### src/shared/charger_pkg.sv
// constants for the charger pin control logic
`default_nettype none
package charger_pkg;
	// clock rate
	localparam int CLK_HZ             = 50_000_000;
	localparam int CLK_PER_MS         = CLK_HZ / 1000;
	// timing figures in their own units
	localparam int ALERT_US           = 256;
	localparam int BLINK_HZ           = 1;
	localparam int SHIP_EXIT_MS       = 1000;
	localparam int SYS_RESET_MS       = 8000;
	localparam int SWITCH_OFF_MS      = 250;
	// derived cycle counts
	localparam int ALERT_CYCLES       = ALERT_US * (CLK_HZ / 1_000_000);
	localparam int BLINK_HALF_CYCLES  = CLK_HZ / (2 * BLINK_HZ);
	localparam int SHIP_EXIT_CYCLES   = SHIP_EXIT_MS * CLK_PER_MS;
	localparam int SYS_RESET_CYCLES   = SYS_RESET_MS * CLK_PER_MS;
	localparam int SWITCH_OFF_CYCLES  = SWITCH_OFF_MS * CLK_PER_MS;
	// register byte offsets
	localparam logic [4:0] OFS_CTRL     = 5'h00;
	localparam logic [4:0] OFS_LIMIT    = 5'h04;
	localparam logic [4:0] OFS_DRIVE    = 5'h08;
	localparam logic [4:0] OFS_STATUS   = 5'h0C;
	localparam logic [4:0] OFS_IRQ_STAT = 5'h10;
	localparam logic [4:0] OFS_IRQ_MASK = 5'h14;
	// control register bit positions
	localparam int CTRL_CHARGE_BIT    = 0;
	localparam int CTRL_BOOST_BIT     = 1;
	localparam int CTRL_LIMPIN_BIT    = 2;
	localparam int CTRL_SHIP_BIT      = 3;
	// drive register field positions
	localparam int DRIVE_DPLUS_LSB    = 0;
	localparam int DRIVE_DMINUS_LSB   = 4;
	// status register field positions
	localparam int STAT_DET_LSB       = 4;
	localparam int STAT_LIMIT_LSB     = 16;
	// interrupt event bits
	localparam int IRQ_W              = 5;
	localparam int EV_STATUS          = 0;
	localparam int EV_FAULT           = 1;
	localparam int EV_DONE            = 2;
	localparam int EV_DETECT          = 3;
	localparam int EV_SYSRST          = 4;
	// reset values
	localparam logic [3:0] CTRL_RESET    = 4'h5;
	localparam logic [5:0] LIMIT_RESET   = 6'h0A;
	localparam logic [2:0] DRIVE_RESET   = 3'h0;
	localparam logic [IRQ_W-1:0] MASK_RESET = 5'h00;
	// input limit code in 50 mA steps, pin floor of 500 mA
	localparam logic [5:0] PIN_LIMIT_MIN = 6'h0A;
	// detected port kinds
	localparam logic [2:0] KIND_SDP   = 3'h0;
	localparam logic [2:0] KIND_CDP   = 3'h1;
	localparam logic [2:0] KIND_DCP   = 3'h2;
	localparam logic [2:0] KIND_HV_DCP = 3'h3;
	// detection sequence states, gray along the path
	typedef enum logic [2:0] {
		DET_IDLE = 3'h0,
		DET_DCD  = 3'h1,
		DET_PRI  = 3'h3,
		DET_SEC  = 3'h2,
		DET_HV   = 3'h6,
		DET_DONE = 3'h7
	} det_state_t;
endpackage
`default_nettype wire

### src/charger_pin_ctrl.sv
// pin level control logic of a single cell charger
`timescale 1ns/1ns
`default_nettype none
// Contract
// - status pin held low throughout a charge cycle
// - status pin released when done, asleep or charging disabled
// - fault suspend blinks status pin at 1 Hz, equal halves
// - alert pin pulses low 256 us per status change or fault
// - boost runs only when boost bit set and boost pin high
// - charging only when charge bit set and charge pin low
// - applied input limit is smaller of field and enabled pin limit
// - pin limit ignored while its use bit is clear
// - pin limits under 500 mA are not accepted
// - button low for ship exit time leaves ship mode
// - no supply, button held 8 s: switch off 250 ms
// - mux select low normally, high while detection runs
// - after detection select stays high only for dedicated ports
// - data pins drive only after detection or during boost
// - detection runs contact, primary, secondary, high voltage steps
// - host programs bits and reads status over the register bus
module charger_pin_ctrl #(
	parameter int ALERT_CYCLES      = charger_pkg::ALERT_CYCLES,
	parameter int BLINK_HALF_CYCLES = charger_pkg::BLINK_HALF_CYCLES,
	parameter int SHIP_EXIT_CYCLES  = charger_pkg::SHIP_EXIT_CYCLES,
	parameter int SYS_RESET_CYCLES  = charger_pkg::SYS_RESET_CYCLES,
	parameter int SWITCH_OFF_CYCLES = charger_pkg::SWITCH_OFF_CYCLES
) (
	// clock and reset
	input  wire logic        clk_i,
	input  wire logic        rst_i,
	// avalon-mm slave
	input  wire logic [4:0]  address_i,
	input  wire logic        read_i,
	input  wire logic        write_i,
	input  wire logic [31:0] writedata_i,
	output logic      [31:0] readdata_o,
	output logic             waitrequest_o,
	output logic             irq_o,
	// pins from outside
	input  wire logic        battery_button_n_i,
	input  wire logic        boost_request_pin_i,
	input  wire logic        charge_allow_n_i,
	input  wire logic        vbus_present_i,
	// charger core state, same clock
	input  wire logic        charge_active_i,
	input  wire logic        fault_suspend_i,
	input  wire logic        status_event_i,
	input  wire logic [5:0]  input_limit_pin_i,
	input  wire logic        phase_done_i,
	input  wire logic [2:0]  port_kind_i,
	// open drain outputs, enable pulls low
	output logic             charge_stat_oe_o,
	output logic             alert_oe_o,
	// controls
	output logic             boost_en_o,
	output logic             charge_en_o,
	output logic [5:0]       input_limit_o,
	output logic             battery_switch_o,
	output logic             line_mux_select_o,
	output logic [2:0]       dplus_drive_level_o,
	output logic             dplus_oe_o,
	output logic [2:0]       dminus_drive_level_o,
	output logic             dminus_oe_o
);
	// bit order of synchronised pins
	localparam int PIN_BTN   = 0;
	localparam int PIN_BOOST = 1;
	localparam int PIN_CE    = 2;
	localparam int PIN_VB    = 3;

	logic [3:0]  sync1_reg, sync2_reg, sync3_reg, pin_reg;
	logic [3:0]  ctrl_reg;
	logic [5:0]  input_limit_field_reg;
	logic [2:0]  dplus_level_reg, dminus_level_reg;
	logic [charger_pkg::IRQ_W-1:0] irq_stat_reg, irq_mask_reg, ev;
	logic        ack_reg;
	logic        wr_hit, fault_q_reg, vbus_q_reg;
	logic [31:0] blink_cnt_reg, alert_cnt_reg, btn_cnt_reg, off_cnt_reg;
	logic        blink_phase_reg, ship_reg, off_reg, btn_used_reg;
	logic [2:0]  kind_reg;
	charger_pkg::det_state_t det_reg;

	// smaller of two limit codes
	function automatic logic [5:0] min6(input logic [5:0] a,
		input logic [5:0] b);
		min6 = (a < b) ? a : b;
	endfunction

	// three stage synchroniser, change taken when stages two and three agree
	always_ff @(posedge clk_i) begin
		if (rst_i) begin
			sync1_reg <= 4'h5; // idle pin levels, no false edge
			sync2_reg <= 4'h5;
			sync3_reg <= 4'h5;
			pin_reg   <= 4'h5;
		end else begin
			sync1_reg <= {vbus_present_i, charge_allow_n_i,
				boost_request_pin_i, battery_button_n_i};
			sync2_reg <= sync1_reg;
			sync3_reg <= sync2_reg;
			pin_reg   <= (sync2_reg & sync3_reg) |
				(pin_reg & (sync2_reg | sync3_reg));
		end
	end

	// bus handshake, one wait state per access
	assign wr_hit = write_i && ack_reg;
	always_ff @(posedge clk_i) begin
		if (rst_i) begin
			ack_reg       <= 1'b0;
			waitrequest_o <= 1'b1;
		end else begin
			ack_reg       <= (read_i || write_i) && !ack_reg;
			waitrequest_o <= !((read_i || write_i) && !ack_reg);
		end
	end

	// writable configuration registers
	always_ff @(posedge clk_i) begin
		if (rst_i) begin
			ctrl_reg              <= charger_pkg::CTRL_RESET;
			input_limit_field_reg <= charger_pkg::LIMIT_RESET;
			dplus_level_reg       <= charger_pkg::DRIVE_RESET;
			dminus_level_reg      <= charger_pkg::DRIVE_RESET;
			irq_mask_reg          <= charger_pkg::MASK_RESET;
		end else if (wr_hit) begin
			case (address_i)
				charger_pkg::OFS_CTRL:
					ctrl_reg <= writedata_i[3:0];
				charger_pkg::OFS_LIMIT:
					input_limit_field_reg <= writedata_i[5:0];
				charger_pkg::OFS_DRIVE: begin
					dplus_level_reg  <=
						writedata_i[charger_pkg::DRIVE_DPLUS_LSB +: 3];
					dminus_level_reg <=
						writedata_i[charger_pkg::DRIVE_DMINUS_LSB +: 3];
				end
				charger_pkg::OFS_IRQ_MASK:
					irq_mask_reg <= writedata_i[charger_pkg::IRQ_W-1:0];
				default: ;
			endcase
		end
	end

	// read data, registered on the first cycle of an access
	always_ff @(posedge clk_i) begin
		if (rst_i) begin
			readdata_o <= 32'h0;
		end else if (read_i && !ack_reg) begin
			case (address_i)
				charger_pkg::OFS_CTRL:
					readdata_o <= {28'h0, ship_reg, ctrl_reg[2:0]};
				charger_pkg::OFS_LIMIT:
					readdata_o <= {26'h0, input_limit_field_reg};
				charger_pkg::OFS_DRIVE:
					readdata_o <= {25'h0, dminus_level_reg, 1'b0,
						dplus_level_reg};
				charger_pkg::OFS_STATUS:
					readdata_o <= {10'h0, input_limit_o, 8'h0, 1'b0,
						det_reg, line_mux_select_o, battery_switch_o,
						boost_en_o, charge_en_o};
				charger_pkg::OFS_IRQ_STAT:
					readdata_o <= {27'h0, irq_stat_reg};
				charger_pkg::OFS_IRQ_MASK:
					readdata_o <= {27'h0, irq_mask_reg};
				default:
					readdata_o <= 32'h0;
			endcase
		end
	end

	// event sources
	always_comb begin
		ev = '0;
		ev[charger_pkg::EV_STATUS] = status_event_i;
		ev[charger_pkg::EV_FAULT]  = fault_suspend_i && !fault_q_reg;
		ev[charger_pkg::EV_DONE]   = !charge_active_i && charge_en_o &&
			!fault_suspend_i && charge_stat_oe_o && !fault_q_reg;
		ev[charger_pkg::EV_DETECT] = (det_reg == charger_pkg::DET_HV) &&
			phase_done_i;
		ev[charger_pkg::EV_SYSRST] = !pin_reg[PIN_VB] && !btn_used_reg &&
			!pin_reg[PIN_BTN] && !ship_reg &&
			(btn_cnt_reg >= 32'(SYS_RESET_CYCLES - 1));
	end

	// sticky status, write one clears, a new event wins over the clear
	always_ff @(posedge clk_i) begin
		if (rst_i) begin
			irq_stat_reg <= '0;
			irq_o        <= 1'b0;
			fault_q_reg  <= 1'b0;
		end else begin
			if (wr_hit && address_i == charger_pkg::OFS_IRQ_STAT)
				irq_stat_reg <= (irq_stat_reg &
					~writedata_i[charger_pkg::IRQ_W-1:0]) | ev;
			else
				irq_stat_reg <= irq_stat_reg | ev;
			irq_o       <= |(irq_stat_reg & irq_mask_reg);
			fault_q_reg <= fault_suspend_i;
		end
	end

	// host alert pulse, restarted by any new event
	always_ff @(posedge clk_i) begin
		if (rst_i) begin
			alert_oe_o    <= 1'b0;
			alert_cnt_reg <= 32'h0;
		end else if (|ev) begin
			alert_oe_o    <= 1'b1;
			alert_cnt_reg <= 32'(ALERT_CYCLES - 1);
		end else if (alert_oe_o) begin
			alert_cnt_reg <= alert_cnt_reg - 32'h1;
			if (alert_cnt_reg == 32'h0)
				alert_oe_o <= 1'b0;
		end
	end

	// status pin: blink on fault, low while charging, else released
	always_ff @(posedge clk_i) begin
		if (rst_i) begin
			blink_cnt_reg    <= 32'h0;
			blink_phase_reg  <= 1'b0;
			charge_stat_oe_o <= 1'b0;
		end else begin
			if (!fault_suspend_i || blink_cnt_reg == 32'h0)
				blink_cnt_reg <= 32'(BLINK_HALF_CYCLES - 1);
			else
				blink_cnt_reg <= blink_cnt_reg - 32'h1;
			if (!fault_suspend_i)
				blink_phase_reg <= 1'b1;
			else if (blink_cnt_reg == 32'h0)
				blink_phase_reg <= !blink_phase_reg;
			if (fault_suspend_i)
				charge_stat_oe_o <= blink_phase_reg;
			else
				charge_stat_oe_o <= charge_active_i;
		end
	end

	// enable gating and input limit choice
	always_ff @(posedge clk_i) begin
		if (rst_i) begin
			boost_en_o    <= 1'b0;
			charge_en_o   <= 1'b0;
			input_limit_o <= charger_pkg::LIMIT_RESET;
		end else begin
			boost_en_o  <= ctrl_reg[charger_pkg::CTRL_BOOST_BIT] &&
				pin_reg[PIN_BOOST];
			charge_en_o <= ctrl_reg[charger_pkg::CTRL_CHARGE_BIT] &&
				!pin_reg[PIN_CE];
			if (ctrl_reg[charger_pkg::CTRL_LIMPIN_BIT] &&
				input_limit_pin_i >= charger_pkg::PIN_LIMIT_MIN)
				input_limit_o <= min6(input_limit_field_reg,
					input_limit_pin_i);
			else
				input_limit_o <= input_limit_field_reg;
		end
	end

	// button hold timing, ship mode and system power reset
	always_ff @(posedge clk_i) begin
		if (rst_i) begin
			btn_cnt_reg      <= 32'h0;
			btn_used_reg     <= 1'b0;
			ship_reg         <= 1'b0;
			off_reg          <= 1'b0;
			off_cnt_reg      <= 32'h0;
			battery_switch_o <= 1'b1;
		end else begin
			if (pin_reg[PIN_BTN]) begin
				btn_cnt_reg  <= 32'h0;
				btn_used_reg <= 1'b0;
			end else if (btn_cnt_reg != 32'hFFFFFFFF) begin
				btn_cnt_reg <= btn_cnt_reg + 32'h1;
			end
			if (ship_reg && !pin_reg[PIN_BTN] &&
				btn_cnt_reg >= 32'(SHIP_EXIT_CYCLES - 1)) begin
				ship_reg     <= 1'b0;
				btn_used_reg <= 1'b1;
			end else if (wr_hit && address_i == charger_pkg::OFS_CTRL &&
				writedata_i[charger_pkg::CTRL_SHIP_BIT]) begin
				ship_reg <= 1'b1;
			end
			if (ev[charger_pkg::EV_SYSRST]) begin
				off_reg      <= 1'b1;
				off_cnt_reg  <= 32'(SWITCH_OFF_CYCLES - 1);
				btn_used_reg <= 1'b1;
			end else if (off_reg) begin
				off_cnt_reg <= off_cnt_reg - 32'h1;
				if (off_cnt_reg == 32'h0)
					off_reg <= 1'b0;
			end
			battery_switch_o <= !ship_reg && !off_reg;
		end
	end

	// source detection sequence, one step per finished phase
	always_ff @(posedge clk_i) begin
		if (rst_i) begin
			det_reg    <= charger_pkg::DET_IDLE;
			kind_reg   <= charger_pkg::KIND_SDP;
			vbus_q_reg <= 1'b0;
		end else begin
			vbus_q_reg <= pin_reg[PIN_VB];
			if (!pin_reg[PIN_VB]) begin
				det_reg <= charger_pkg::DET_IDLE;
			end else begin
				case (det_reg)
					charger_pkg::DET_IDLE:
						if (!vbus_q_reg)
							det_reg <= charger_pkg::DET_DCD;
					charger_pkg::DET_DCD:
						if (phase_done_i)
							det_reg <= charger_pkg::DET_PRI;
					charger_pkg::DET_PRI:
						if (phase_done_i)
							det_reg <= charger_pkg::DET_SEC;
					charger_pkg::DET_SEC:
						if (phase_done_i)
							det_reg <= charger_pkg::DET_HV;
					charger_pkg::DET_HV:
						if (phase_done_i) begin
							det_reg  <= charger_pkg::DET_DONE;
							kind_reg <= port_kind_i;
						end
					charger_pkg::DET_DONE: ;
					default:
						det_reg <= charger_pkg::DET_IDLE;
				endcase
			end
		end
	end

	// mux select and data line drivers
	always_ff @(posedge clk_i) begin
		if (rst_i) begin
			line_mux_select_o    <= 1'b0;
			dplus_drive_level_o  <= 3'h0;
			dminus_drive_level_o <= 3'h0;
			dplus_oe_o           <= 1'b0;
			dminus_oe_o          <= 1'b0;
		end else begin
			if (det_reg == charger_pkg::DET_DONE)
				line_mux_select_o <= kind_reg == charger_pkg::KIND_DCP ||
					kind_reg == charger_pkg::KIND_HV_DCP;
			else
				line_mux_select_o <= det_reg != charger_pkg::DET_IDLE;
			dplus_drive_level_o  <= dplus_level_reg;
			dminus_drive_level_o <= dminus_level_reg;
			dplus_oe_o  <= (dplus_level_reg != 3'h0) &&
				(det_reg == charger_pkg::DET_DONE || boost_en_o);
			dminus_oe_o <= (dminus_level_reg != 3'h0) &&
				(det_reg == charger_pkg::DET_DONE || boost_en_o);
		end
	end
endmodule
`default_nettype wire

### config.mk
export PLATFORM = sky130hd
export DESIGN_NAME = charger_pin_ctrl
export DESIGN_NICKNAME = d
export VERILOG_FILES = /design/src/shared/charger_pkg.sv /design/src/charger_pin_ctrl.sv
export SDC_FILE = /design/constraint.sdc
export NUM_CORES = 1
export LEC_CHECK = 0
export BUFFER_PORTS_ARGS = -buffer_cell sky130_fd_sc_hd__buf_2
export CAP_MARGIN = 20
export CORE_MARGIN = 10
export CORE_UTILIZATION = 59
export DETAILED_ROUTE_END_ITERATION = 8
export PLACE_DENSITY = 0.87
export SETUP_SLACK_MARGIN = 0.15
export SYNTH_ARGS = -nofsm -noshare
export SYNTH_HDL_FRONTEND = slang
export SYNTH_SLANG_ARGS = --single-unit
### constraint.sdc
create_clock -name clk_i -period 2.74 [get_ports clk_i]
set_input_delay 0.274 -clock clk_i [delete_from_list [all_inputs] [get_ports clk_i]]
set_output_delay 0.274 -clock clk_i [all_outputs]
set_load 0.01 [all_outputs]
; ---- Word level (Yosys, flattened, before mapping)
; Index checks and enable logic that the tools add are counted.
[totals]
regBits = 236
output_inout_bits = 54
input_bits = 58
word_cells = 171
[classes]
bitwise_logic = 11
mux = 28
n_reduce_logical = 65
n_eq_ne = 19
n_lt_le_gt_ge = 4
add_sub_neg = 4
[op_table]
columns = op, count
row1 = $pmux W22 S6, 1
row2 = $logic_not A32 Y1, 3
row3 = $sub A32 B1 Y32 const B, 3
row4 = $mux W24, 2
row5 = $add A32 B1 Y32 const B, 1
row6 = $ge A32 B26 Y1 const B, 1
row7 = $ge A32 B29 Y1 const B, 1
row8 = $ne A32 B32 Y1 const B, 1
row9 = $mux W14, 2
row10 = $mux W25, 1
row11 = $logic_and A1 B1 Y1, 24
row12 = $pmux W3 S6, 1
row13 = $mux W3, 5
row14 = $mux W1, 13
row15 = $eq A3 B2 Y1 const B, 4
row16 = $logic_not A1 Y1, 12
row17 = $mux W6, 2
row18 = $reduce_bool A3 Y1, 4
row19 = $and A5 B5 Y5, 2
row20 = $eq A5 B4 Y1 const B, 2
row21 = $eq A5 B5 Y1 const B, 2
row22 = $ne A2 B2 Y1 const B, 5
row23 = $or A5 B5 Y5, 2
row24 = $reduce_or A2 Y1, 5
row25 = 20 further kinds, 32

; ---- Depth between registers and ports, before layout
; Gate-level depths: netlist of the first run.
[depth]
depth_word = 7
depth_mapped = 9
mapped_depth_nobuf = 7

; ---- Least setup slack after synthesis of the first run
; Ideal clock, no wire load.
[synth_path]
path_kind = register -> register
start = reg btn_cnt_reg[19]
end = reg btn_cnt_reg[28]
stages_incl_launch_ff = 7
slack_ns = 0.637
arrival_time_ns = 2.029
synth_period_minus_slack_ns = 2.103
required_ns = 2.666
n_path_buf = 1
setup_time_ns = 0.074
cell_sequence = dfxtp_1 > buf_2 > nand4_2 > or4_1 > or4_4 > or4_1 > o21ai_0
[synth_via]
elab_chain_len = 1
elab_cells_between_ends = 2
cone_classes = add/sub (1) / eq/ne (1)
[synth_rtl]
columns = element, line
row1 = "start, declared", charger_pin_ctrl.sv:78  ; logic [31:0] blink_cnt_reg, alert_cnt_reg, btn_cnt_reg, off_cnt_reg;
row2 = "start signal, assigned", charger_pin_ctrl.sv:274  ; btn_cnt_reg <= btn_cnt_reg + 32'h1;
row3 = $add A32 B1 Y32 or $ne A32 B32 Y1 (tied branches), "charger_pin_ctrl.sv:274, charger_pin_ctrl.sv:273"
; Several ways; a longest one is shown, not always the timed one.
; A chain may end at the register's enable or synchronous reset.

; ---- Final worst setup path of the first run
[layout_path]
start = reg btn_cnt_reg[7]
end = reg btn_cnt_reg[21]
; Same word-level chain as after synthesis.

==> results.md, run 1 <==
- Final nets: 1251
- Num CTS Buffers: 22
- Final period utilization: 87.6%
- CTS Root Cell: clkbuf_16
- Multi-input gate area: just over 0.005 mm^2
- First-pass GRT wire length: roughly 38 mm
- Clk slew on worst S/H paths: 0.06 ns
- Post-Place Cells: 1375
- Warnings, synthesis: 0
- Max H-tree Level: 1
- Ant diodes: 0
- Iteration count of the initial detailed-routing pass: 6
- Mapped cell area: 0.00982 mm^2
- Total Routing Usage GR: 20.0%
- Max incr delay on CP: 0.68 ns
- CTS tree: built
- Port Buf Inserts: 66
- Status: finished, final reports clean
- Post-DP Area: 0.0103 mm^2
- Longest Clk Path Bufs: 3
- Initial antenna violation count: 0
- Final WL: 23.0 mm
- Tightest Hold Check Type: in -> reg
- Row count: 47
- Synth top area cells: dfxtp_1 44%, xnor2_1 5.4%, nor2_1 4.7%
- Vias/cell: about 5.9
- Latest clock arrival within the worst-skew pair: 0.50 ns
- Critical path buffer and inverter count: 1
- Leak: 4.11 nW
- PwrDens: a little under 600 mW/mm^2
- CP max-delay cell: or4_1
- Total Power: between 6 and 7 mW
- Cell Count, Final, Fillers Out: 1418
- Register Area: 0.00432 mm^2
- Main synth FF type: dfxtp_1
- Starting DRT DRC Count: 602
- Worst-path cell chain: nand3_1 > or4_1 > buf_4 > or3_1 > or4_1 > nand2_1
- HPWL after detailed placement: roughly 15 mm
- CP Data Arrival Time: 2.85 ns
- Setup repair bufs after CTS: 0
- Synth Instances: ~1100
- Post-layout util: 67.2%
- Core outline area: 0.0165 mm^2
- CP Capture Type: register
- Final instance area: 0.0111 mm^2
- Maxcap violations: 0
- Share of cells above drive strength 1: 12.7%
- Final Hold Viols: 0
- Post-synth top cells: 216 x dfxtp_1, 124 x nor2_1, 82 x a21oi_1
- Skew final: 0.00755 ns
- Required @ worst endpoint: 3.19 ns
- Hold slack: 0.0139 ns
- Top delay family on crit path: simple AND/OR/NAND/NOR gates
- Post-synthesis sequential element count: 216
- Largest area contributor in the netlist: dfxtp_1
- Starting Density: 59.7%
- Setup violations, final: 0
- DRT antenna net count: 0
- Most common cell in the synthesized netlist: dfxtp_1
- Io pins: 112
- Vias in the first global route: 7921
- Unrepaired setup endpoints after global routing: false
- CTS Hold Bufs: 4
- Crit start category: register
- TNS Setup: 0 ns
- CTS resizes: 0
- Slew headroom: 42.9%
- Fin. max-slew vios: 0
- Dpl ws: 0.328 ns
- Post-synthesis sequential area ratio: 44.0%
- Fillers: 1244
- Maximum fanout along the worst path: 11
- Fraction of registers with async set/reset: 0%
- Largest net degree at the start of global routing: 56
- Syn_area_per_cell: 8.70 um^2
- Top-area cell type share of the netlist area: 44.0%
- Worst setup path class: reg -> reg
- Area Overhead vs Synth: 12.5%
- GPL Wtd Cong: between 0.8 and 0.9
- WL per Instance: 16.2 um
- Number of clock sinks: 216
- Grt ovf: 0
- Peak supply drop: 0.547 mV
- Number of synthesized flops with an enable pin: 0
- FMAX: 416 MHz
- Worst Tran Pin Value: roughly 0.85 ns
- Die X: 149 um
- Die ar.: about 0.022 mm^2
- DRC Markers: 0
- Die Ht: 149 um
- Final Critical Period: between 2 and 2.5 ns
- Crit path top cell by count: or4_1
- PnR worst setup slack: 0.339 ns
- Routed vias: 8379
- Distinct cells, synth: 64
cells by family (layout without fill, tap and decap cells):
kind of cell               count (synthesis)  after routing  share of synthesized area [%]
xor gates and xnor gates                  91             91                           8.11
buffers and inverters                    111            162                           5.18
and+or+nand+nor                          489            489                           26.7
other                                      1             19                         0.0382
DFF                                      216            216                           44.0
muxes                                     25             25                           2.55
AOI/OAI and AO/OA                        186            186                           12.2
adders and majority gates                 10             10                           1.27
final timing paths:
| path | startpoint | end | slack [ns] | cells past startpoint |
|---|---|---|---|---|
| setup / recovery | btn_cnt_reg[7] | btn_cnt_reg[21] | 0.34 | 6 |
| hold / removal | status_event_i | irq_stat_reg[0] | 0.01 | 3 |
| setup reg to reg | btn_cnt_reg[7] | btn_cnt_reg[21] | 0.34 | 6 |
| hold reg to reg | sync1_reg[2] | sync2_reg[2] | 0.41 | 1 |
cell usage in the layout (no fill, tap or decap), types with 23 or more instances in the layout:
cell	n
buf_2	66
xor2_1	30
buf_4	27
nand2_1	64
nor2b_1	23
nor3_1	52
inv_1	26
nor2_1	124
nand4_1	23
xnor2_1	61
mux2i_1	25
nor4_1	39
dfxtp_1	216
a21oi_1	82
nand3_1	39
or4_1	27
or3_1	26
clkbuf_16	23
report_power, final:
group	switching, mW	internal (mW)	leakage, nW
clock network	1.22	1.75	0.367
registers	0.0536	3.20	1.76
logic	0.221	0.134	1.99
total	1.50	5.09	4.11
final cells by class:
cell class,instances,share of cell area (%)
Clock buffer,30,5.90
Clock inverter,9,0.634
Inverter,26,0.883
Multi-Input combinational cell,820,45.8
Sequential cell,216,39.1
Tap cell,220,2.49
Timing Repair Buffer,97,5.18
worst reg2reg max path: stages, from the launching register on:
cell	delay [ns]
dfxtp_1	0.41
nand3_1	0.16
or4_1	0.69
buf_4	0.23
or3_1	0.38
or4_1	0.40
nand2_1	0.08
layer usage:
layer	wire length (um)	part of all wire, %	GRT usage (%)
met5	0	0	0
met4	491	2.1	5.74
met3	1500	6.5	3.64
met2	11300	49	34.1
met1	9750	42	25.1
Power figures use the tool's default switching activity.
==> inputs of run 2 (changes only) <==
BUFFER_PORTS_ARGS = -buffer_cell sky130_fd_sc_hd__clkbuf_2   (was -buffer_cell sky130_fd_sc_hd__buf_2)
==> results.md, run 2 (synthesis results as in run 1) <==
- Status: finished, final reports clean
- Final Hold Viols: 0 (unchanged)
- DRT antenna net count: 0 (unchanged)
- Comb power frac: 5.2% (-0.2 points)
- Die ar.: 0.0222 mm^2 (unchanged)
- CTS resizes: 0 (unchanged)
- FF-to-FF path depth: 6 (unchanged)
- Io pins: 112 (unchanged)
- Die X: 149 um (unchanged)
- Skew final: 0.0207 ns (+0.0131 ns)
- Ant diodes: 0 (unchanged)
- Fillers: 1242 (-0.16%)
- Required @ worst endpoint: 3.20 ns (about the same)
- Row count: 47 (unchanged)
- HPWL after detailed placement: 15.3 mm (+0.32%)
- Final WL: 23.6 mm (+2.6%)
- Most frequent cells in the layout: 216 x dfxtp_1, 124 x nor2_1, 82 x a21oi_1
- Share of cells above drive strength 1: 12.6% (-0.094 points)
- GPL Wtd Cong: 0.895 (+3.0%)
- Sequential fraction of design power: 46.7% (-2.7 points)
- PwrDens: 623 mW/mm^2 (+4.7%)
- Final Critical Period: 2.44 ns (+0.0407 ns)
- Setup violations, final: 0 (unchanged)
- Die Ht: 149 um (unchanged)
- Capturing point of the worst reg2reg path: btn_cnt_reg[21]
- Tightest Hold Check Type: in -> reg
- Area Overhead vs Synth: 13.7%
- Total Power: 6.96 mW (+5.8%)
- Clk slew on worst S/H paths: 0.06 ns (about the same)
- Iteration count of the initial detailed-routing pass: 5 (-1)
- Vias in the first global route: 8303 (+4.8%)
- Hold slack: 0.0140 ns (+0.0000495 ns)
- CP Data Arrival Time: 2.90 ns (+0.05 ns)
- CTS Root Cell: clkbuf_16
- First-pass GRT wire length: 40.1 mm (+4.6%)
- Sw Share: 22.1% (-0.59 points)
- Vias/cell: 6.00 (+1.6%)
- Leak: 4.14 nW (+0.68%)
- Final nets: 1253 (+0.16%)
- Hold depth: 3 (unchanged)
- Unrepaired setup endpoints after global routing: false
- Starting DRT DRC Count: 723 (+20%)
- Largest net degree at the start of global routing: 86 (+54%)
- Fin. max-slew vios: 0 (unchanged)
- Maxcap violations: 0 (unchanged)
- Worst hold start: writedata_i[6]
- Core outline area: 0.0165 mm^2 (unchanged)
- FMAX: 410 MHz (-1.7%)
- TNS Setup: 0 ns (unchanged)
- Starting Density: 59.7% (unchanged)
- Cell Count, Final, Fillers Out: 1419 (+0.071%)
- Crit start category: register
- Grt ovf: 0 (unchanged)
- Routed vias: 8518 (+1.7%)
- Latest clock arrival within the worst-skew pair: 0.52 ns (+0.02 ns)
- Post-Place Cells: 1374 (-0.073%)
- Multi-input gate area: 0.00506 mm^2 (unchanged)
- WL per Instance: 16.6 um (+2.5%)
- Post-layout util: 67.8% (+0.70 points)
- Reg2reg start: btn_cnt_reg[8]
- CP Capture Type: register
- Number of clock sinks: 216 (unchanged)
- Port Buf Inserts: 66 (unchanged)
- Peak supply drop: 0.595 mV (+8.9%)
- Maximum fanout along the worst path: 11 (unchanged)
- Worst Hold Path EP: dminus_level_reg[2]
- Initial antenna violation count: 0 (unchanged)
- R2R Setup Slk: 0.30 ns (-0.04 ns)
- Final period utilization: 89.1% (+1.5 points)
- Total Routing Usage GR: 21.0% (+1.0 points)
- Internal power: 5.42 mW (+6.6%)
- Max H-tree Level: 1 (unchanged)
- Slew headroom: 40.0% (-2.9 points)
- Power share of the clock group: 48.0% (+2.8 points)
- Num CTS Buffers: 23 (+4.5%)
- Register Area: 0.00432 mm^2 (unchanged)
- NetSw: 1.54 mW (+3.0%)
- Worst Tran Pin Value: 0.898 ns (+0.0436 ns)
- CTS tree: built
- Worst setup path class: reg -> reg
- DRC Markers: 0 (unchanged)
- Most common cell after layout, fill and taps aside: dfxtp_1
- Longest Clk Path Bufs: 3 (unchanged)
==> run 2: cell types whose count changed in the layout (fill, tap and decap cells not counted) <==
| cell | previous run | this run |
|---|---|---|
| buf_4 | 27 | 25 |
| clkinv_2 | 8 | 4 |
| buf_12 | 0 | 1 |
| bufinv_16 | 1 | 5 |
| clkbuf_8 | 5 | 3 |
| clkbuf_2 | 0 | 65 |
| clkinv_4 | 0 | 1 |
| inv_6 | 0 | 1 |
| buf_2 | 66 | 1 |
| dlygate4sd3_1 | 4 | 6 |
==> run 2: worst max path at each step <==
stage,cells past startpoint,to,start
floorplan,6,btn_cnt_reg[28],btn_cnt_reg[19]
global placement,5,alert_cnt_reg[2],btn_cnt_reg[10]
detailed placement,6,btn_cnt_reg[21],btn_cnt_reg[7]
CTS,6,btn_cnt_reg[21],btn_cnt_reg[7]
global route,6,btn_cnt_reg[21],btn_cnt_reg[7]
finish,6,btn_cnt_reg[21],btn_cnt_reg[8]
==> run 2: power by group through the flow <==
stage / combinational (mW) / clock [mW] / sequential [mW]
detailed placement: 0.346 / 0 / 3.32
global route: 0.404 / 3.51 / 3.26
global placement: 0.336 / 0 / 3.32
floorplan: 0.265 / 0 / 3.31
CTS: 0.360 / 3.38 / 3.25
finish: 0.363 / 3.35 / 3.25
==> run 2: area by class of cell <==
class	instances	share of cell area (%)
Tap cell	220	2.46
Clock buffer	28	5.59
Clock inverter	11	1.68
Inverter	26	0.874
Multi-Input combinational cell	820	45.3
Timing Repair Buffer	98	5.35
Sequential cell	216	38.7
==> run 2: stage by stage <==
stage	area [um^2]	setup WS [ns]
floorplan	9890	0.637
global placement	10300	0.213
detailed placement	10300	0.342
CTS	11200	0.327
global route	11200	0.177
finish	11200	0.298
==> run 2: what timing repair did <==
item                      in CTS  in global routing
hold endpoints to repair       6                  0
buffers inserted               0                  0
hold buffers                   6                  0
==> run 2: metal layers <==
layer	global-route usage, %	vias to the layer above	share of wire, %
li1	-	4126	-
met1	25.7	4023	42
met2	35.8	298	49
met3	3.55	71	6.4
met4	8.24	0	3.2
met5	0	-	0
==> run 2: critical path: stages (launching register included) <==
cell     delay [ns]
dfxtp_1        0.44
nand3_1        0.17
or4_1          0.70
buf_4          0.24
or3_1          0.38
or4_1          0.40
nand2_1        0.08
